--- src/usc_map.svh ---
// Register indices, field positions and reset values of the serial control unit
`ifndef USC_MAP_SVH
`define USC_MAP_SVH

//------------------------------------------------------------
// Register indices (byte address is four times the index)
//------------------------------------------------------------
`define USC_IDX_CSR0    8'h86
`define USC_IDX_UCR0    8'hC4
`define USC_IDX_GCR0    8'hC5
`define USC_IDX_DBUF0   8'hC1
`define USC_IDX_BAUD0   8'hC2
`define USC_IDX_CSR1    8'hF8
`define USC_IDX_UCR1    8'hFB
`define USC_IDX_GCR1    8'hFC
`define USC_IDX_DBUF1   8'hF9
`define USC_IDX_BAUD1   8'hFA
`define USC_IDX_IRQ_ST  8'hE0
`define USC_IDX_IRQ_EN  8'hE1

//------------------------------------------------------------
// Field positions
//------------------------------------------------------------
`define USC_CSR_MODE    7
`define USC_CSR_RE      6
`define USC_CSR_SLAVE   5
`define USC_CSR_FE      4
`define USC_CSR_PERR    3
`define USC_CSR_RXB     2
`define USC_CSR_TXB     1
`define USC_UCR_FLUSH   7
`define USC_UCR_D9      5
`define USC_UCR_BIT9    4
`define USC_UCR_PAR     3
`define USC_UCR_SPB     2
`define USC_UCR_STOP    1
`define USC_UCR_START   0
`define USC_GCR_CPOL    7
`define USC_GCR_CLOCK_PHASE_SEL    6
`define USC_GCR_ORDER   5
`define USC_GCR_EXP     4:0

//------------------------------------------------------------
// Reset values and counts
//------------------------------------------------------------
`define USC_UCR_RST     7'h02
`define USC_DATA_LAST   4'h7
`define USC_SPI_LAST    5'h0F
`define USC_SLV_LAST    4'h8

`endif

--- src/usc_pkg.sv ---
// Types shared by the serial control unit
package usc_pkg;

	typedef enum logic [2:0] {
		USC_IDLE  = 3'b000,
		USC_START = 3'b001,
		USC_DATA  = 3'b010,
		USC_PAR   = 3'b011,
		USC_STOP1 = 3'b100,
		USC_STOP2 = 3'b101
	} usc_phase_t;

	typedef struct packed {
		logic txd;
		logic sck;
		logic sck_oe;
		logic rx_dma;
		logic tx_dma;
	} usc_pins_t;

	typedef struct packed {
		logic       mode;
		logic       rx_on;
		logic       slave;
		logic       fe;
		logic       perr;
		logic       rx_byte;
		logic       tx_byte;
		logic [6:0] ucr;
		logic [7:0] gcr;
		logic [7:0] baud;
		logic [7:0] rx_data;
		logic [7:0] tx_hold;
		logic       hold_full;
		usc_phase_t tx_ph;
		usc_phase_t rx_ph;
		logic [8:0] tx_sh;
		logic [8:0] rx_sh;
		logic [4:0] tx_cnt;
		logic [3:0] rx_cnt;
		logic [12:0] tx_div;
		logic [12:0] rx_div;
		logic       rxd_m;
		logic       rxd_s;
		logic       sck_m;
		logic       sck_s;
		logic       sck_d;
		logic       ssn_m;
		logic       ssn_s;
		logic       ssn_d;
		logic       rx_flag;
		logic       tx_flag;
		logic       rx_ie;
		logic       tx_ie;
		usc_pins_t  pins;
	} usc_unit_t;

	typedef struct packed {
		logic       ack;
		logic [7:0] rdata;
	} usc_bus_t;

	function automatic logic [7:0] usc_rev8(input logic [7:0] d);
		logic [7:0] r;
		r = '0;
		for (int i = 0; i < 8; i++) begin
			r[i] = d[7-i];
		end
		return r;
	endfunction : usc_rev8

endpackage : usc_pkg

--- src/usc_ctrl.sv ---
// Dual serial unit: control/status, abort, interrupt flags and DMA triggers
`timescale 1ns/100ps
`include "usc_map.svh"

module usc_ctrl
	import usc_pkg::*;
(
	// Clock and reset
	input  wire logic        clk_i,
	input  wire logic        rst_n_i,
	// Avalon-MM slave
	input  wire logic [9:0]  address_i,
	input  wire logic        read_i,
	input  wire logic        write_i,
	input  wire logic [31:0] writedata_i,
	input  wire logic [3:0]  byteenable_i,
	output logic      [31:0] readdata_o,
	output logic             waitrequest_o,
	// Interrupt
	output logic             irq_o,
	// Serial pins per unit
	input  wire logic [1:0]  rxd_i,
	input  wire logic [1:0]  sck_i,
	input  wire logic [1:0]  ssn_n_i,
	output logic      [1:0]  txd_o,
	output logic      [1:0]  sck_o,
	output logic      [1:0]  sck_oe_o,
	// DMA triggers per unit
	output logic      [1:0]  rx_dma_o,
	output logic      [1:0]  tx_dma_o
);

	//------------------------------------------------------------
	// Bus slave
	//------------------------------------------------------------
	usc_unit_t  u_q [2];
	usc_bus_t   bus_q;
	usc_bus_t   next_bus;
	logic [7:0] idx;
	logic       wr;

	assign idx           = address_i[9:2];
	assign wr            = write_i & bus_q.ack & byteenable_i[0] & (address_i[1:0] == 2'b00);
	assign waitrequest_o = (read_i | write_i) & ~bus_q.ack;
	assign readdata_o    = {24'h00_0000, bus_q.rdata};
	assign irq_o         = |{u_q[1].tx_flag & u_q[1].tx_ie, u_q[1].rx_flag & u_q[1].rx_ie,
	                         u_q[0].tx_flag & u_q[0].tx_ie, u_q[0].rx_flag & u_q[0].rx_ie};

	always_comb begin
		next_bus       = bus_q;
		next_bus.ack   = (read_i | write_i) & ~bus_q.ack;
		next_bus.rdata = '0;
		if (address_i[1:0] == 2'b00) begin
			for (int i = 0; i < 2; i++) begin
				if (idx == (i == 1 ? `USC_IDX_CSR1 : `USC_IDX_CSR0)) begin
					next_bus.rdata = {u_q[i].mode, u_q[i].rx_on, u_q[i].slave, u_q[i].fe, u_q[i].perr,
					                  u_q[i].rx_byte, u_q[i].tx_byte,
					                  (u_q[i].tx_ph != USC_IDLE) | (u_q[i].rx_ph != USC_IDLE)};
				end
				if (idx == (i == 1 ? `USC_IDX_UCR1 : `USC_IDX_UCR0)) begin
					next_bus.rdata = {1'b0, u_q[i].ucr};
				end
				if (idx == (i == 1 ? `USC_IDX_GCR1 : `USC_IDX_GCR0)) begin
					next_bus.rdata = u_q[i].gcr;
				end
				if (idx == (i == 1 ? `USC_IDX_DBUF1 : `USC_IDX_DBUF0)) begin
					next_bus.rdata = u_q[i].rx_data;
				end
				if (idx == (i == 1 ? `USC_IDX_BAUD1 : `USC_IDX_BAUD0)) begin
					next_bus.rdata = u_q[i].baud;
				end
			end
			if (idx == `USC_IDX_IRQ_ST) begin
				next_bus.rdata = {4'h0, u_q[1].tx_flag, u_q[1].rx_flag, u_q[0].tx_flag, u_q[0].rx_flag};
			end
			if (idx == `USC_IDX_IRQ_EN) begin
				next_bus.rdata = {4'h0, u_q[1].tx_ie, u_q[1].rx_ie, u_q[0].tx_ie, u_q[0].rx_ie};
			end
		end
	end

	always_ff @(posedge clk_i or negedge rst_n_i) begin
		if (!rst_n_i) begin
			bus_q <= '0;
		end else begin
			bus_q <= next_bus;
		end
	end

	//------------------------------------------------------------
	// Serial units
	//------------------------------------------------------------
	genvar g;
	generate
		for (g = 0; g < 2; g++) begin : g_unit
			usc_unit_t   u;
			usc_unit_t   n;
			logic [12:0] period;
			logic        tx_tick;
			logic        rx_tick;
			logic        rx_evt;
			logic        tx_evt;
			logic        sck_lead;
			logic        sck_trail;
			logic        ninth;
			logic [7:0]  rx_word;

			assign u         = u_q[g];
			assign period    = {u.gcr[`USC_GCR_EXP], u.baud};
			assign tx_tick   = (u.tx_div == 13'h0000);
			assign rx_tick   = (u.rx_div == 13'h0000);
			assign sck_lead  = (u.sck_s ^ u.gcr[`USC_GCR_CPOL]) & ~(u.sck_d ^ u.gcr[`USC_GCR_CPOL]);
			assign sck_trail = ~(u.sck_s ^ u.gcr[`USC_GCR_CPOL]) & (u.sck_d ^ u.gcr[`USC_GCR_CPOL]);
			assign ninth     = u.ucr[`USC_UCR_PAR] ? (^u.tx_hold ^ u.ucr[`USC_UCR_D9]) : u.ucr[`USC_UCR_D9];
			assign rx_word   = u.ucr[`USC_UCR_BIT9] ? u.rx_sh[7:0] : u.rx_sh[8:1];

			always_comb begin
				n             = u;
				rx_evt        = 1'b0;
				tx_evt        = 1'b0;
				n.pins.rx_dma = 1'b0;
				n.pins.tx_dma = 1'b0;
				n.pins.sck_oe = ~u.mode & ~u.slave;
				n.rxd_m       = rxd_i[g];
				n.rxd_s       = u.rxd_m;
				n.sck_m       = sck_i[g];
				n.sck_s       = u.sck_m;
				n.sck_d       = u.sck_s;
				n.ssn_m       = ssn_n_i[g];
				n.ssn_s       = u.ssn_m;
				n.ssn_d       = u.ssn_s;
				n.tx_div      = tx_tick ? period : u.tx_div - 13'h0001;
				n.rx_div      = rx_tick ? period : u.rx_div - 13'h0001;

				// Register writes; held CSR status bits clear on written zero, IRQ status flags on written one, and a DBUF write also clears tx_byte
				if (wr && idx == (g == 1 ? `USC_IDX_CSR1 : `USC_IDX_CSR0)) begin
					n.mode    = writedata_i[`USC_CSR_MODE];
					n.rx_on   = writedata_i[`USC_CSR_RE];
					n.slave   = writedata_i[`USC_CSR_SLAVE];
					n.fe      = u.fe & writedata_i[`USC_CSR_FE];
					n.perr    = u.perr & writedata_i[`USC_CSR_PERR];
					n.rx_byte = u.rx_byte & writedata_i[`USC_CSR_RXB];
					n.tx_byte = u.tx_byte & writedata_i[`USC_CSR_TXB];
				end
				if (wr && idx == (g == 1 ? `USC_IDX_UCR1 : `USC_IDX_UCR0)) begin
					n.ucr = writedata_i[6:0];
				end
				if (wr && idx == (g == 1 ? `USC_IDX_GCR1 : `USC_IDX_GCR0)) begin
					n.gcr = writedata_i[7:0];
				end
				if (wr && idx == (g == 1 ? `USC_IDX_BAUD1 : `USC_IDX_BAUD0)) begin
					n.baud = writedata_i[7:0];
				end
				if (wr && idx == (g == 1 ? `USC_IDX_DBUF1 : `USC_IDX_DBUF0)) begin
					n.tx_hold   = writedata_i[7:0];
					n.hold_full = 1'b1;
					n.tx_byte   = 1'b0;
				end
				if (wr && idx == `USC_IDX_IRQ_EN) begin
					n.rx_ie = writedata_i[2*g];
					n.tx_ie = writedata_i[2*g+1];
				end
				if (wr && idx == `USC_IDX_IRQ_ST) begin
					n.rx_flag = u.rx_flag & ~writedata_i[2*g];
					n.tx_flag = u.tx_flag & ~writedata_i[2*g+1];
				end

				// Transmit side: asynchronous frames or SPI master byte
				case (u.tx_ph)
					USC_IDLE: begin
						n.tx_div = period;
						n.pins.sck = u.gcr[`USC_GCR_CPOL];
						if (u.mode) begin
							n.pins.txd = ~u.ucr[`USC_UCR_START];
						end
						if (u.hold_full && (u.mode || !u.slave)) begin
							n.tx_sh     = {ninth, u.gcr[`USC_GCR_ORDER] ? usc_rev8(u.tx_hold) : u.tx_hold};
							n.hold_full = 1'b0;
							n.tx_cnt    = '0;
							tx_evt      = 1'b1;
							if (u.mode) begin
								n.pins.txd = u.ucr[`USC_UCR_START];
								n.tx_ph    = USC_START;
							end else begin
								n.pins.txd = u.gcr[`USC_GCR_ORDER] ? u.tx_hold[7] : u.tx_hold[0];
								n.tx_ph    = USC_DATA;
							end
						end
					end
					USC_START: begin
						if (tx_tick) begin
							n.pins.txd = u.tx_sh[0];
							n.tx_ph    = USC_DATA;
						end
					end
					USC_DATA: begin
						if (tx_tick && u.mode) begin
							n.tx_cnt   = u.tx_cnt + 5'h01;
							n.tx_sh    = {1'b0, u.tx_sh[8:1]};
							n.pins.txd = u.tx_sh[1];
							if (u.tx_cnt[3:0] == `USC_DATA_LAST) begin
								n.tx_ph = u.ucr[`USC_UCR_BIT9] ? USC_PAR : USC_STOP1;
								if (!u.ucr[`USC_UCR_BIT9]) begin
									n.pins.txd = u.ucr[`USC_UCR_STOP];
								end
							end
						end else if (tx_tick) begin
							n.pins.sck = ~u.pins.sck;
							n.tx_cnt   = u.tx_cnt + 5'h01;
							if (u.tx_cnt[0] == u.gcr[`USC_GCR_CLOCK_PHASE_SEL]) begin
								n.rx_sh = {u.rxd_s, u.rx_sh[8:1]};
							end
							if (u.tx_cnt[0]) begin
								n.tx_sh    = {1'b0, u.tx_sh[8:1]};
								n.pins.txd = u.tx_sh[1];
							end
							if (u.tx_cnt == `USC_SPI_LAST) begin
								n.tx_ph   = USC_IDLE;
								n.tx_byte = 1'b1;
								n.rx_byte = 1'b1;
								rx_evt    = 1'b1;
								n.rx_data = u.gcr[`USC_GCR_ORDER] ? usc_rev8(n.rx_sh[8:1]) : n.rx_sh[8:1];
							end
						end
					end
					USC_PAR: begin
						if (tx_tick) begin
							n.pins.txd = u.ucr[`USC_UCR_STOP];
							n.tx_ph    = USC_STOP1;
						end
					end
					USC_STOP1: begin
						if (tx_tick) begin
							n.tx_ph = u.ucr[`USC_UCR_SPB] ? USC_STOP2 : USC_IDLE;
							if (!u.ucr[`USC_UCR_SPB]) begin
								n.tx_byte = 1'b1;
							end
						end
					end
					USC_STOP2: begin
						if (tx_tick) begin
							n.tx_ph   = USC_IDLE;
							n.tx_byte = 1'b1;
						end
					end
					default: n.tx_ph = USC_IDLE;
				endcase

				// Receive side: asynchronous receiver or SPI slave
				if (u.mode) begin
					case (u.rx_ph)
						USC_IDLE: begin
							if (u.rx_on && u.rxd_s == u.ucr[`USC_UCR_START]) begin
								n.rx_div = {1'b0, period[12:1]};
								n.rx_ph  = USC_START;
							end
						end
						USC_START: begin
							if (rx_tick) begin
								n.rx_cnt = '0;
								n.rx_ph  = (u.rxd_s == u.ucr[`USC_UCR_START]) ? USC_DATA : USC_IDLE;
							end
						end
						USC_DATA: begin
							if (rx_tick) begin
								n.rx_sh  = {u.rxd_s, u.rx_sh[8:1]};
								n.rx_cnt = u.rx_cnt + 4'h1;
								if (u.rx_cnt == `USC_DATA_LAST) begin
									n.rx_ph = u.ucr[`USC_UCR_BIT9] ? USC_PAR : USC_STOP1;
								end
							end
						end
						USC_PAR: begin
							if (rx_tick) begin
								n.rx_sh = {u.rxd_s, u.rx_sh[8:1]};
								if (u.ucr[`USC_UCR_PAR] && (u.rxd_s != (^u.rx_sh[8:1] ^ u.ucr[`USC_UCR_D9]))) begin
									n.perr = 1'b1;
								end
								n.rx_ph = USC_STOP1;
							end
						end
						USC_STOP1: begin
							if (rx_tick) begin
								n.rx_data = u.gcr[`USC_GCR_ORDER] ? usc_rev8(rx_word) : rx_word;
								n.rx_ph   = (u.ucr[`USC_UCR_SPB] && u.rxd_s == u.ucr[`USC_UCR_STOP]) ? USC_STOP2 : USC_IDLE;
								if (u.rxd_s == u.ucr[`USC_UCR_STOP]) begin
									n.rx_byte = 1'b1;
									rx_evt    = 1'b1;
								end else begin
									n.fe = 1'b1;
								end
							end
						end
						USC_STOP2: begin
							if (rx_tick) begin
								n.rx_ph = USC_IDLE;
								if (u.rxd_s != u.ucr[`USC_UCR_STOP]) begin
									n.fe = 1'b1;
								end
							end
						end
						default: n.rx_ph = USC_IDLE;
					endcase
				end else if (u.slave) begin
					if (u.ssn_d && !u.ssn_s) begin
						n.rx_ph     = USC_DATA;
						n.rx_cnt    = '0;
						n.tx_sh     = {1'b0, u.gcr[`USC_GCR_ORDER] ? usc_rev8(u.tx_hold) : u.tx_hold};
						n.pins.txd  = u.gcr[`USC_GCR_ORDER] ? u.tx_hold[7] : u.tx_hold[0];
						n.hold_full = 1'b0;
						tx_evt      = 1'b1;
					end else if (u.ssn_s) begin
						n.rx_ph = USC_IDLE;
					end else if (u.rx_ph == USC_DATA) begin
						if (u.gcr[`USC_GCR_CLOCK_PHASE_SEL] ? sck_trail : sck_lead) begin
							n.rx_sh  = {u.rxd_s, u.rx_sh[8:1]};
							n.rx_cnt = u.rx_cnt + 4'h1;
							if (u.rx_cnt == `USC_DATA_LAST) begin
								n.rx_byte = 1'b1;
								rx_evt    = 1'b1;
								n.rx_cnt  = '0;
								n.rx_data = u.gcr[`USC_GCR_ORDER] ? usc_rev8(u.rxd_s ? {1'b1, u.rx_sh[8:2]} :
								            {1'b0, u.rx_sh[8:2]}) : {u.rxd_s, u.rx_sh[8:2]};
							end
						end
						if (u.gcr[`USC_GCR_CLOCK_PHASE_SEL] ? sck_lead : sck_trail) begin
							n.tx_sh    = {1'b0, u.tx_sh[8:1]};
							n.pins.txd = u.tx_sh[1];
						end
					end
				end else begin
					n.rx_ph = USC_IDLE;
				end

				// Events: set wins over a same-cycle clear
				if (rx_evt) begin
					n.rx_flag     = 1'b1;
					n.pins.rx_dma = 1'b1;
				end
				if (tx_evt) begin
					n.tx_flag     = 1'b1;
					n.pins.tx_dma = 1'b1;
				end

				// Abort: drop transfer, empty buffers, clear held status
				if (wr && idx == (g == 1 ? `USC_IDX_UCR1 : `USC_IDX_UCR0) && writedata_i[`USC_UCR_FLUSH]) begin
					n.tx_ph     = USC_IDLE;
					n.rx_ph     = USC_IDLE;
					n.hold_full = 1'b0;
					n.tx_hold   = '0;
					n.rx_data   = '0;
					n.tx_sh     = '0;
					n.rx_sh     = '0;
					n.fe        = 1'b0;
					n.perr      = 1'b0;
					n.rx_byte   = 1'b0;
					n.tx_byte   = 1'b0;
					n.pins.txd  = ~writedata_i[`USC_UCR_START];
					n.pins.sck  = u.gcr[`USC_GCR_CPOL];
				end
			end

			always_ff @(posedge clk_i or negedge rst_n_i) begin
				if (!rst_n_i) begin
					u_q[g]          <= '0;
					u_q[g].ucr      <= `USC_UCR_RST;
					u_q[g].pins.txd <= 1'b1;
					u_q[g].rxd_m    <= 1'b1;
					u_q[g].rxd_s    <= 1'b1;
					u_q[g].ssn_m    <= 1'b1;
					u_q[g].ssn_s    <= 1'b1;
					u_q[g].ssn_d    <= 1'b1;
				end else begin
					u_q[g] <= n;
				end
			end

			assign txd_o[g]    = u.pins.txd;
			assign sck_o[g]    = u.pins.sck;
			assign sck_oe_o[g] = u.pins.sck_oe;
			assign rx_dma_o[g] = u.pins.rx_dma;
			assign tx_dma_o[g] = u.pins.tx_dma;
		end
	endgenerate

endmodule : usc_ctrl

--- config.mk ---
export PLATFORM = sky130hd
export DESIGN_NAME = usc_ctrl
export DESIGN_NICKNAME = d
export VERILOG_FILES = /design/src/usc_pkg.sv /design/src/usc_ctrl.sv
export VERILOG_INCLUDE_DIRS = /design/src
export SDC_FILE = /design/constraint.sdc
export NUM_CORES = 1
export LEC_CHECK = 0
export BUFFER_PORTS_ARGS = -buffer_cell sky130_fd_sc_hd__buf_2
export CORE_MARGIN = 4
export CORE_UTILIZATION = 28
export CTS_CLUSTER_DIAMETER = 50
export CTS_CLUSTER_SIZE = 25
export DETAILED_ROUTE_END_ITERATION = 6
export HOLD_SLACK_MARGIN = 0.03
export PLACE_DENSITY_LB_ADDON = 0.1
export SYNTH_ARGS = -nofsm -noshare
export SYNTH_HDL_FRONTEND = slang
export SYNTH_SLANG_ARGS = --single-unit
--- constraint.sdc ---
create_clock -name clk_i -period 3.07 [get_ports clk_i]
set_clock_uncertainty 0.05 [all_clocks]
set_input_delay 0.307 -clock clk_i [delete_from_list [all_inputs] [get_ports clk_i]]
set_output_delay 0.307 -clock clk_i [all_outputs]
set_load 0.01 [all_outputs]
Yosys cells after proc, flatten, opt, wreduce, memory -nomap -nowiden
Cells that the tools add are included.
- $add $sub $neg: 8
- equal/unequal tests: 96
- mux-type cells: 354
- bitwise gates (word level): 54
- reduce and logical (&&, ||, !) cells: 78
- operators by type and width (kind ; number):
    $mux W8 ; 51
    $mux W9 ; 31
    $mux W13 ; 12
    $mux W1 ; 138
    $mux W23 ; 6
    $mux W3 ; 42
    $mux W18 ; 6
    $eq A8 B8 Y1 const B ; 12
    $mux W4 ; 24
    $mux W41 ; 2
    $pmux W3 S6 ; 4
    $ne A4 B4 Y1 const B ; 16
    $ne A3 B3 Y1 const B ; 20
    $logic_not A13 Y1 ; 4
    $sub A13 B1 Y13 const B ; 4
    $mux W2 ; 18
    $pmux W9 S2 ; 2
    $reduce_and A8 Y1 ; 4
    $reduce_xor A8 Y1 ; 4
    $reduce_bool A3 Y1 ; 10
    $and A1 B1 Y1 ; 26
    $logic_and A1 B1 Y1 ; 26
    $eq A3 B2 Y1 const B ; 8
    $eq A3 B3 Y1 const B ; 8
    30 further kinds ; 112
- register bits after elaboration: 255
- input bits: 56

Longest topological paths before layout
Gate-level depths: netlist (run 1).
- depth after elaboration: 18
- mapped depth: 11
- gate-level depth less buffers: 9

Worst setup path after synthesis (run 1)
Ideal clock, no wire load.
- path type: register to register
- start: reg u_q, in the netlist g_unit[0].u[30]
- end: reg u_q, in the netlist g_unit[0].u[86]
- arrival: 2.775 ns
- data required time: 2.939 ns
- path slack: 0.164 ns
- cell stages (with the launch flop): 12
- clock period less this slack: 2.906 ns
- cells stage by stage: dfrtp_1 > inv_1 > ha_1 > or4b_1 > clkbuf_2 > or4_4 > buf_6 > or3_4 > buf_6 > a211oi_2 > a211oi_1 > nor3_2
- RTL lines (item ; line ; text):
    from (decl) ; usc_ctrl.sv:36 ; usc_unit_t u_q [2];
    from (signal, indexed assignment) ; usc_ctrl.sv:374 ; u_q[g] <= n;

==> reports/qor.tcl, run 1 <==
set qor(chain_of_cells_forming_the_critical_path) {inv_1, ha_1, or4b_4, or4_4, or3_4, and2_1, a211oi_1, nor3_1}
set qor(postPlaceCellArea_sq_um) 17290
set qor(drive_above_1_share) 0.1990
set qor(result_of_the_run) {finished clean}
set qor(number_of_buffers_on_the_longest_clock_path) 3
set qor(cts.htree.levels) 2
set qor(grt_antenna_before_repair) 2
set qor(first_pass_grt_wire_length_um) 84660
set qor(vias_per_cell) 5.251
set qor(layout.area.seq_sq_um) 6399
set qor(yosysWarnings) 0
set qor(synth_area_leader_cell) {sky130_fd_sc_hd__dfrtp_1}
set qor(post-route-drc-count) 0
set qor(drt_first_iter_violations) 1059
set qor(multi_input_gate_area_in_the_final_layout_sq_um) 8793
set qor(critical_path.endpoint_type) {flip-flop}
set qor(clock_latency_ns) 0.57
set qor(drt_total_wl_um) 55500
set qor(cap_violations) 0
set qor(vias_in_the_first_global_route) 13330
set qor(worst_hold_path_type) {in -> reg}
set qor(cp_data_required_time_ns) 3.44
set qor(io_buffer_count) 48
set qor(reg2reg_slack_ns) 0.14
set qor(cts_tree) {yes}
set qor(total_routed_wire_length_on_the_met1_layer_um) 27840
set qor(route.met2.wl_um) 23680
set qor(power-per-cell-area_nw_per_um2) 705.3
set qor(io_pins) 100
set qor(rows) 87
set qor(nFillCells) 5825
set qor(largest_net_degree_at_the_start_of_global_routing) 89
set qor(critical_path_arrival_ns) 3.30
set qor(synthToLayoutAreaGrowth_pct) 19.23
set qor(met3WireLength_um) 2978
set qor(nNetsFinal) 1900
set qor(fmax_ghz) 0.3415
set qor(yosysUniqueCellTypes) 86
set qor(timing_worst_setup_path_type) {reg -> reg}
set qor(n_antenna_cell) 0
set qor(final_cell_area_sq_um) 19050
set qor(rsz_0062_raised_after_global_routing) {no}
set qor(gpl.final_weighted_congestion) 0.8452
set qor(crit_fanout) 14
set qor(setup.worst_path.start_class) {flip-flop}
set qor(fp.dieArea_sq_um) 60960
set qor(fin_crit_ns) 2.928
set qor(dominantRegCellSynth) {sky130_fd_sc_hd__dfrtp_1}
set qor(fp.dieW_um) 246.9
set qor(detail-route-antenna-nets) 0
set qor(finalHoldViolCount) 0
set qor(power_w) 0.01344
set qor(global_route.overflow_total) 0
set qor(number_of_sinks_handled_by_clock_tree_synthesis) 255
set qor(synth.most_common_cell) {sky130_fd_sc_hd__dfrtp_1}
set qor(start_util) 0.2829
set qor(maxSlewViolCount) 0
set qor(cts.repair_timing.setup_buffer_count) 0
set qor(async_reset_ff_frac) 1.000
set qor(max-slew-margin-rel) 0.2292
set qor(finalSetupViolations) 0
set qor(total_leakage_power_nw) 7.988
set qor(die-height_um) 246.9
set qor(synthCells) 1772
set qor(netlist_top_cells_count) {sky130_fd_sc_hd__dfrtp_1 (241), sky130_fd_sc_hd__nand2_1 (195), sky130_fd_sc_hd__o21ai_0 (162)}
set qor(finalCritPeriodShare) 0.9539
set qor(synthDominantCellAreaShare) 0.3774
set qor(wire_per_inst_um) 21.14
set qor(clkTransAtPathRegs_ns) 0.06
set qor(cp_slowest_cell) {sky130_fd_sc_hd__or4_4}
set qor(routed-via-count) 13780
set qor(post_synth_edffs) 0
set qor(first_pass_iters) 5
set qor(post_synthesis_register_bit_count) 255
set qor(postSynthAreaPerCell_sq_um) 9.019
set qor(cts_inserted_buffers) 44
set qor(top_signal_layer_used) {met4}
set qor(worst_path_largest_cell_delay_ns) 0.61
set qor(sequential_area_share_after_synthesis) 0.4004
set qor(detailedPlacementHpwl_um) 39360
set qor(yosys-top-cells-area) {sky130_fd_sc_hd__dfrtp_1 (38%), sky130_fd_sc_hd__mux2_2 (6.5%), sky130_fd_sc_hd__mux2i_1 (6.0%)}
set qor(design.core.area_sq_um) 56500
set qor(worst_slew_pin_slew_ns) 1.152
set qor(netlist_area_sq_um) 15980
set qor(vdd_ir_drop_max_mv) 0.4016
set qor(cts_root_buf) {sky130_fd_sc_hd__clkbuf_16}
set qor(grtUsageTotal) 0.1792
-- stage by stage --
step	hold WS [ns]	setup slack (ns)	setup TNS, ns	std cells	utilization
2_1_floorplan	-0.03859	0.1644	0	1795	-
3_3_place_gp	0.2896	-0.1148	-0.2545	2534	0.3061
3_5_place_dp	0.2858	-0.1223	-0.1988	2534	0.3061
4_1_cts	0.07160	0.01341	0	2624	0.3368
5_1_grt	0.1232	0.01447	0	2625	0.3373
6_report	0.09391	0.1416	0	2625	0.3373
-- layout make-up --
cell class                 instances  area share
clock inverter                    27     0.02062
timing repair buffer             154     0.06002
tap                              756     0.04964
multi-input combinational       1339      0.4615
sequential                       255      0.3358
inverter                          40    0.007880
clock buffer                      54     0.06455
-- worst max-delay path, delay by kind of cell (launching register included) --
| family | cells | cell delay [ns] |
|---|---|---|
| DFF | 1 | 0.38 |
| AOI/OAI and AO/OA | 1 | 0.21 |
| buffers and inverters | 1 | 0.07 |
| and+or+nand+nor | 5 | 1.89 |
| adders and majority gates | 1 | 0.19 |
-- metal layers --
metal / vias to the layer above / global-route usage
met2: 365 / 0.2652
met1: 6814 / 0.2729
met4: 0 / 0.03854
met3: 79 / 0.02993
met5: - / 0
li1: 6525 / -
-- worst paths after layout --
path / startpoint / end / depth (start not counted)
worst max register to register: g_unit[0].u[30]$_DFF_PN0_ / g_unit[0].u[90]$_DFF_PN0_ / 8
min in group asynchronous: rst_n_i / g_unit[0].n[12]$_DFF_PN0_ / 2
worst min register to register: g_unit[0].n[13]$_DFF_PN0_ / g_unit[0].n[12]$_DFF_PN0_ / 0
max in group asynchronous: rst_n_i / g_unit[1].u[22]$_DFF_PN0_ / 3
worst max-delay path: g_unit[0].u[30]$_DFF_PN0_ / g_unit[0].u[90]$_DFF_PN0_ / 8
worst min-delay path: address_i[0] / readdata_o[6]$_DFF_PN0_ / 4
-- cell usage in the layout, fill, tap and decap left out, types with 18 or more instances in the layout --
cell                        count
sky130_fd_sc_hd__dfrtp_1      241
sky130_fd_sc_hd__nand2_1      195
sky130_fd_sc_hd__o21ai_0      161
sky130_fd_sc_hd__nor2_1       125
sky130_fd_sc_hd__mux2i_1       95
sky130_fd_sc_hd__mux2_2        92
sky130_fd_sc_hd__buf_4         91
sky130_fd_sc_hd__a21oi_1       83
sky130_fd_sc_hd__nand3_1       62
sky130_fd_sc_hd__xnor2_1       58
sky130_fd_sc_hd__nor3_1        49
sky130_fd_sc_hd__buf_2         47
sky130_fd_sc_hd__clkbuf_16     45
sky130_fd_sc_hd__inv_1         38
sky130_fd_sc_hd__a211oi_1      27
sky130_fd_sc_hd__conb_1        24
sky130_fd_sc_hd__o22ai_1       22
sky130_fd_sc_hd__a31oi_1       21
sky130_fd_sc_hd__xor2_1        20
sky130_fd_sc_hd__nand2b_1      19
sky130_fd_sc_hd__nor4_1        18
sky130_fd_sc_hd__nor2b_1       18
-- power by group --
group	switching [W]	internal [W]	total [W]
Sequential	0.000659	0.00394	0.00459
Combinational	0.00190	0.00151	0.00341
Clock	0.00188	0.00355	0.00543
Total	0.00444	0.00900	0.0134
-- kinds of logic after synthesis --
logic type	count (synthesis)	synth area share
other	1	0.0002346
flip-flops	255	0.4004
buffers and inverters	202	0.05833
XOR/XNOR	78	0.04275
adder cells (fa/ha/maj)	10	0.007829
AO/OA/AOI/OAI	442	0.1744
AND/OR/NAND/NOR	587	0.1777
multiplexers	197	0.1384
-- flip-flops by register name (all words and copies together), names as in the netlist, 2 cells and up --
register and count:
g_unit.period 26, readdata_o 8, tx_dma_o 2, rx_dma_o 2, txd_o 2, sck_o 2, g_unit.n 10, g_unit.u 200
sck_oe_o 2
-- timing repair --
action                                  in CTS  in global routing
gates resized for setup                      2                  5
pin swaps                                    0                  3
gates cloned                                 0                  1
hold buffers                                 9                  0
hold endpoints to repair                    83                  0
endpoints found under the setup margin       4                 18
Power figures use the tool's default switching activity.
==> run 2, diff against run 1 <==
Settings changed: GPL_TIMING_DRIVEN set to 0.
==> run 2 against run 1 <==
Final area up 1.2%. Sequential power down 3%. Fmax is 2.3% lower. Via count grew 2.6%. Utilization increased by 0.40 points. First-iteration DRC count up 12%. Critical endpoint is now g_unit[0].u[86]$_DFF_PN0_. Largest power group unchanged.
==> reports/qor.tcl, run 2 (synthesis gave the netlist of run 1 again) <==
set qor(vdd_ir_drop_max_mv) 0.3417
set qor(finalCritPeriodShare) 0.9759
set qor(nFillCells) 5836
set qor(die-height_um) 246.9
set qor(wire_per_inst_um) 21.67
set qor(io_pins) 100
set qor(vias_per_cell) 5.251
set qor(global_route.overflow_total) 0
set qor(final_cell_mix) {sky130_fd_sc_hd__dfrtp_1 (241), sky130_fd_sc_hd__nand2_1 (195), sky130_fd_sc_hd__o21ai_0 (162)}
set qor(critical_path.endpoint_type) {flip-flop}
set qor(drive_above_1_share) 0.1802
set qor(clkTransAtPathRegs_ns) 0.06
set qor(start_util) 0.2829
set qor(timing_worst_setup_path_type) {reg -> reg}
set qor(worst_slew_pin_slew_ns) 1.313
set qor(postPlaceCellArea_sq_um) 17310
set qor(drt_first_iter_violations) 1184
set qor(rows) 87
set qor(crit_fanout) 7
set qor(nNetsFinal) 1969
set qor(cts_tree) {yes}
set qor(drt_total_wl_um) 58370
set qor(setup.worst_path.start_class) {flip-flop}
set qor(gpl.final_weighted_congestion) 0.8818
set qor(fmax_ghz) 0.3338
set qor(first_pass_grt_wire_length_um) 88940
set qor(total_leakage_power_nw) 7.929
set qor(layout_commonest_cell) {sky130_fd_sc_hd__dfrtp_1}
set qor(largest_register_ffs) 200
set qor(first_pass_iters) 5
set qor(design.core.area_sq_um) 56500
set qor(vias_in_the_first_global_route) 13860
set qor(routed-via-count) 14150
set qor(detailedPlacementHpwl_um) 41920
set qor(post-route-drc-count) 0
set qor(final_cell_area_sq_um) 19280
set qor(maxSlewViolCount) 0
set qor(max-slew-margin-rel) 0.1245
set qor(detailedPlace.worstSlack_ns) -0.5856
set qor(power-per-cell-area_nw_per_um2) 705.7
set qor(largest_net_degree_at_the_start_of_global_routing) 98
set qor(cts_inserted_buffers) 45
set qor(fp.dieW_um) 246.9
set qor(synthToLayoutAreaGrowth_pct) 20.65
set qor(cp_data_required_time_ns) 3.43
set qor(fin_crit_ns) 2.996
set qor(timing.final.ws_setup_ns) 0.07386
set qor(worst_hold_path_type) {in -> reg}
set qor(cap_violations) 0
set qor(number_of_sinks_handled_by_clock_tree_synthesis) 255
set qor(io_buffer_count) 43
set qor(result_of_the_run) {finished clean}
set qor(grtUsageTotal) 0.1895
set qor(number_of_buffers_on_the_longest_clock_path) 3
set qor(final.setup.tns_ns) 0
set qor(clock_latency_ns) 0.58
set qor(critical_path_arrival_ns) 3.36
set qor(finalHoldViolCount) 0
set qor(finalSetupViolations) 0
set qor(fp.dieArea_sq_um) 60960
set qor(grt_antenna_before_repair) 2
set qor(cts.htree.levels) 2
set qor(detail-route-antenna-nets) 0
set qor(cts_root_buf) {sky130_fd_sc_hd__clkbuf_16}
run 2: layout make-up:
type                    count  area, sq um  area share
clock inverters            32        459.2     0.02382
clock buffers              49         1171     0.06074
multi-input cells        1338         8889      0.4610
well taps                 756        945.9     0.04906
inverters                  40        150.1    0.007787
repair buffers             67        500.5     0.02596
flip-flops and latches    255         6399      0.3319
diodes                      1        2.502   0.0001298
plain buffers             156        764.5     0.03965
run 2: worst paths after layout:
check / end / start / depth (start not counted) / slack (ns)
max: g_unit[0].u[86]$_DFF_PN0_ / g_unit[0].u[31]$_DFF_PN0_ / 8 / 0.07
min: readdata_o[6]$_DFF_PN0_ / address_i[0] / 4 / 0.08
max reg2reg: g_unit[0].u[86]$_DFF_PN0_ / g_unit[0].u[31]$_DFF_PN0_ / 8 / 0.07
min reg2reg: g_unit[0].n[12]$_DFF_PN0_ / g_unit[0].n[13]$_DFF_PN0_ / 0 / 0.30
max in group asynchronous: g_unit[1].period[9]$_DFFE_PN0P_ / rst_n_i / 3 / 1.76
min in group asynchronous: g_unit[0].n[13]$_DFF_PN0_ / rst_n_i / 2 / 0.25
run 2: critical path, cell delays in order (launching register included):
cell and delay (ns):
sky130_fd_sc_hd__dfrtp_1 0.38, sky130_fd_sc_hd__inv_2 0.08, sky130_fd_sc_hd__ha_4 0.14, sky130_fd_sc_hd__or4b_4 0.52, sky130_fd_sc_hd__or4_4 0.65, sky130_fd_sc_hd__or3_4 0.49, sky130_fd_sc_hd__clkbuf_16 0.18, sky130_fd_sc_hd__a211oi_1 0.27
sky130_fd_sc_hd__nor3_2 0.07
run 2: layer usage:
layer	GRT usage	wire, um
met4	0.03888	1023
met1	0.2881	28880
met5	0	0
met3	0.03481	3484
met2	0.2797	24980
run 2: power breakdown:
group	switching [W]	total [W]	internal [W]	leakage [nW]
Combinational	0.00218	0.00369	0.00152	3.97
Sequential	0.000508	0.00444	0.00394	3.19
Clock	0.00193	0.00547	0.00354	0.764
Total	0.00461	0.0136	0.00899	7.93
run 2: repair_timing:
item,in CTS,in global routing
hold buffers,10,0
pin swaps,3,7
resized for setup,22,19
endpoints found under the setup margin,77,89
buffers inserted,4,7
endpoints found under the hold margin,83,0
cloned,0,1
run 2: per-stage QoR:
step | std cells | power, W | hold slack (ns) | util
finish | 2694 | 0.01361 | 0.07798 | 0.3413
global route | 2693 | 0.01440 | 0.07406 | 0.3412
CTS | 2689 | 0.01363 | 0.04604 | 0.3391
detailed placement | 2596 | 0.007991 | 0.2870 | 0.3063
global placement | 2594 | 0.007934 | 0.2900 | 0.3050
floorplan | 1795 | 0.006961 | -0.03859 | -
==> run 3, diff against run 2 <==
Settings changed: ABC_AREA set to 1, CTS_CLUSTER_SIZE 25 to not set, HOLD_SLACK_MARGIN 0.03 to 0.15.
==> run 3 against run 2 <==
Register-to-register slack better by 0.26 ns. Final area is essentially flat. Wire length shrank 1.2%. Clock power barely moved. Global-route usage is 0.14 points lower. Via count increased by 8.4%. Fmax up 8.5%.
==> reports/qor.tcl, run 3 <==
set qor(netSwitchingFraction) 0.3474
set qor(post-route-drc-count) 0
set qor(vias_per_cell) 4.887
set qor(synthToLayoutAreaGrowth_pct) 19.82
set qor(total_leakage_power_nw) 9.039
set qor(start_util) 0.2843
set qor(synthCells) 2199
set qor(setup.worst_path.start_class) {input port}
set qor(maxSlewViolCount) 0
set qor(cts_root_buf) {sky130_fd_sc_hd__clkbuf_16}
set qor(drive_above_1_share) 0.1156
set qor(crit_fanout) 10
set qor(detailedPlacementHpwl_um) 42810
set qor(power_w) 0.01268
set qor(timing_worst_setup_path_type) {in -> reg}
set qor(grt_antenna_before_repair) 5
set qor(fp.dieW_um) 247.8
set qor(detailedPlace.worstSlack_ns) 0.1590
set qor(cts_inserted_buffers) 48
set qor(synth_area_leader_cell) {sky130_fd_sc_hd__dfrtp_1}
set qor(worst_hold_path_type) {in -> reg}
set qor(io_pins) 100
set qor(yosysWarnings) 0
set qor(gpl.final_weighted_congestion) 0.8657
set qor(fp.dieArea_sq_um) 61380
set qor(net-switching-power_w) 0.004403
set qor(design.core.area_sq_um) 56600
set qor(drt_total_wl_um) 57680
set qor(clkPwrFrac) 0.433
set qor(utilization) 0.3407
set qor(first_pass_grt_wire_length_um) 89820
set qor(fin_crit_ns) 2.760
set qor(routed-via-count) 15330
set qor(cell_internal_pwr_w) 0.008272
set qor(synth.most_common_cell) {sky130_fd_sc_hd__nand2_1}
set qor(share_comb_of_total_power) 0.241
set qor(cts.htree.levels) 2
set qor(rows) 87
set qor(vias_in_the_first_global_route) 14800
set qor(global_route.overflow_total) 0
set qor(rsz_0062_raised_after_global_routing) {no}
set qor(sequential_area_share_after_synthesis) 0.3976
set qor(timing.final.ws_setup_ns) 0.3095
set qor(max-slew-margin-rel) 0.3755
set qor(cp_data_required_time_ns) 3.43
set qor(grtUsageTotal) 0.1881
set qor(finalSetupViolations) 0
set qor(final_cell_mix) {sky130_fd_sc_hd__nand2_1 (481), sky130_fd_sc_hd__o21ai_0 (304), sky130_fd_sc_hd__inv_1 (284)}
set qor(finalHoldViolCount) 0
set qor(crit_buf_inv) 4
set qor(postSynthAreaPerCell_sq_um) 7.319
set qor(first_pass_iters) 5
set qor(netlist_area_sq_um) 16090
set qor(worst_path_largest_cell_delay_ns) 0.65
set qor(yosysUniqueCellTypes) 59
set qor(post_synthesis_register_bit_count) 255
set qor(clkTransAtPathRegs_ns) 0.05
set qor(yosys-top-cells-area) {sky130_fd_sc_hd__dfrtp_1 (37%), sky130_fd_sc_hd__nand2_1 (11%), sky130_fd_sc_hd__o21ai_0 (9.5%)}
set qor(netlist_top_cells_count) {sky130_fd_sc_hd__nand2_1 (481), sky130_fd_sc_hd__o21ai_0 (304), sky130_fd_sc_hd__inv_1 (284)}
set qor(chain_of_cells_forming_the_critical_path) {dlygate4sd3_1, buf_2, nor2_1, nand4_2, nor2_4, nand2_2, clkinv_1, clkbuf_1, o22ai_1}
set qor(critical_path.endpoint_type) {flip-flop}
set qor(largest_register_ffs) 200
set qor(synthDominantCellAreaShare) 0.3747
set qor(p_seq_frac) 0.327
set qor(worst_slew_pin_slew_ns) 0.9367
set qor(die-height_um) 247.8
set qor(wire_per_inst_um) 18.39
set qor(number_of_buffers_on_the_longest_clock_path) 3
set qor(number_of_sinks_handled_by_clock_tree_synthesis) 255
set qor(vdd_ir_drop_max_mv) 0.3414
set qor(io_buffer_count) 48
set qor(layout_commonest_cell) {sky130_fd_sc_hd__nand2_1}
set qor(fmax_ghz) 0.3623
set qor(power-per-cell-area_nw_per_um2) 657.3
set qor(cts_tree) {yes}
set qor(cap_violations) 0
set qor(dominantRegCellSynth) {sky130_fd_sc_hd__dfrtp_1}
set qor(critical_path_arrival_ns) 3.12
set qor(detail-route-antenna-nets) 0
set qor(nNetsFinal) 2406
set qor(finalCritPeriodShare) 0.8992
set qor(critical_path_s_top_delay_family) {buffers and inverters}
set qor(clock_latency_ns) 0.58
set qor(async_reset_ff_frac) 1.000
set qor(post_synth_edffs) 0
set qor(nFillCells) 6059
set qor(result_of_the_run) {finished clean}
set qor(drt_first_iter_violations) 1080
set qor(cts.repair_timing.setup_buffer_count) 0
set qor(cp_slowest_cell) {sky130_fd_sc_hd__clkbuf_1}
set qor(largest_net_degree_at_the_start_of_global_routing) 108
## run 3: changes by cell type after synthesis, moves of 18 or more
cell / change
sky130_fd_sc_hd__a21oi_1: +22
sky130_fd_sc_hd__nor2_1: +48
sky130_fd_sc_hd__mux2_2: -92
sky130_fd_sc_hd__nor2b_1: -18
sky130_fd_sc_hd__mux2i_1: -85
sky130_fd_sc_hd__inv_1: +246
sky130_fd_sc_hd__nand2_1: +286
sky130_fd_sc_hd__o21ai_0: +142
sky130_fd_sc_hd__o211ai_1: +30
sky130_fd_sc_hd__nor3_1: -18
sky130_fd_sc_hd__clkbuf_1: -63
sky130_fd_sc_hd__nand2b_1: -19
## run 3: per-layer routing
metal	GRT usage	part of all wire	vias to the layer above	routed length (um)
met4	0.04496	0.021	4	1187
met1	0.2816	0.50	7304	28690
met2	0.2786	0.42	419	24330
met5	0	0.00047	-	27
li1	-	-	7522	-
met3	0.03608	0.060	80	3448
## run 3: logic make-up after synthesis
family	share of synthesized area
adder cells (fa/ha/maj)	0.007774
buffers and inverters	0.1081
AND/OR/NAND/NOR	0.2341
other	0.0002330
AO/OA/AOI/OAI	0.2003
multiplexers	0.006220
XOR/XNOR	0.04571
flip-flops	0.3976
## run 3: through the flow
step | instance area [sq um] | hold WS [ns] | TNS, ns | cells
after detailed placement | 17430 | 0.2848 | 0 | 3028
final | 19280 | 0.2285 | 0 | 3137
after floorplan | 16180 | -0.03859 | 0 | 2222
after global routing | 19280 | 0.2675 | 0 | 3134
after CTS | 19270 | 0.1938 | 0 | 3134
after global placement | 17370 | 0.2914 | -912.44 | 3026
## run 3: what timing repair did
item | 4_1_cts | 5_1_grt
hold buffers | 18 | 0
endpoints found under the setup margin | 0 | 8
gates resized for setup | 0 | 2
hold endpoints to repair | 98 | 0
## run 3: power groups by stage
stage	Sequential [W]	Combinational [W]	Clock [W]
final	0.00414	0.00305	0.00548
after global routing	0.00419	0.00350	0.00577
after CTS	0.00413	0.00304	0.00563
after detailed placement	0.00418	0.00300	0
after global placement	0.00418	0.00297	0
after floorplan	0.00408	0.00222	0
## run 3: final cells by class
cell class              instances  area (sq um)  share of cell area
multi-input cells            1557          8051              0.4175
flip-flops and latches        255          6399              0.3318
clock buffers                  53          1271             0.06592
inverters                     301          1135             0.05885
well taps                     756         945.9             0.04905
plain buffers                 109         604.3             0.03134
repair buffers                 68         485.5             0.02518
clock inverters                35         384.1             0.01992
diodes                          3         7.507           0.0003893
## run 3: worst reg2reg max path: cells and delay by family, from the launching register on
family / cells / cell delay [ns]
buffers and inverters: 3 / 0.85
and+or+nand+nor: 2 / 0.65
DFF: 1 / 0.51
AOI/OAI and AO/OA: 2 / 0.29
xor gates and xnor gates: 1 / 0.25
## run 3: final timing paths
kind                                            from                          end  slack [ns]  cells past startpoint
min                                     address_i[1]      readdata_o[4]$_DFF_PN0_        0.23                      6
min reg2reg                g_unit[1].n[13]$_DFF_PN0_    g_unit[1].n[12]$_DFF_PN0_        0.30                      0
min in group asynchronous                    rst_n_i    g_unit[0].n[13]$_DFF_PN0_        0.24                      2
max in group asynchronous                    rst_n_i  g_unit[1].u[49]$_DFFE_PN0P_        1.26                      4
max                                     address_i[0]   g_unit[0].u[116]$_DFF_PN0_        0.31                      9
max reg2reg                g_unit[1].u[15]$_DFF_PN1_    g_unit[1].u[23]$_DFF_PN0_        0.33                      8
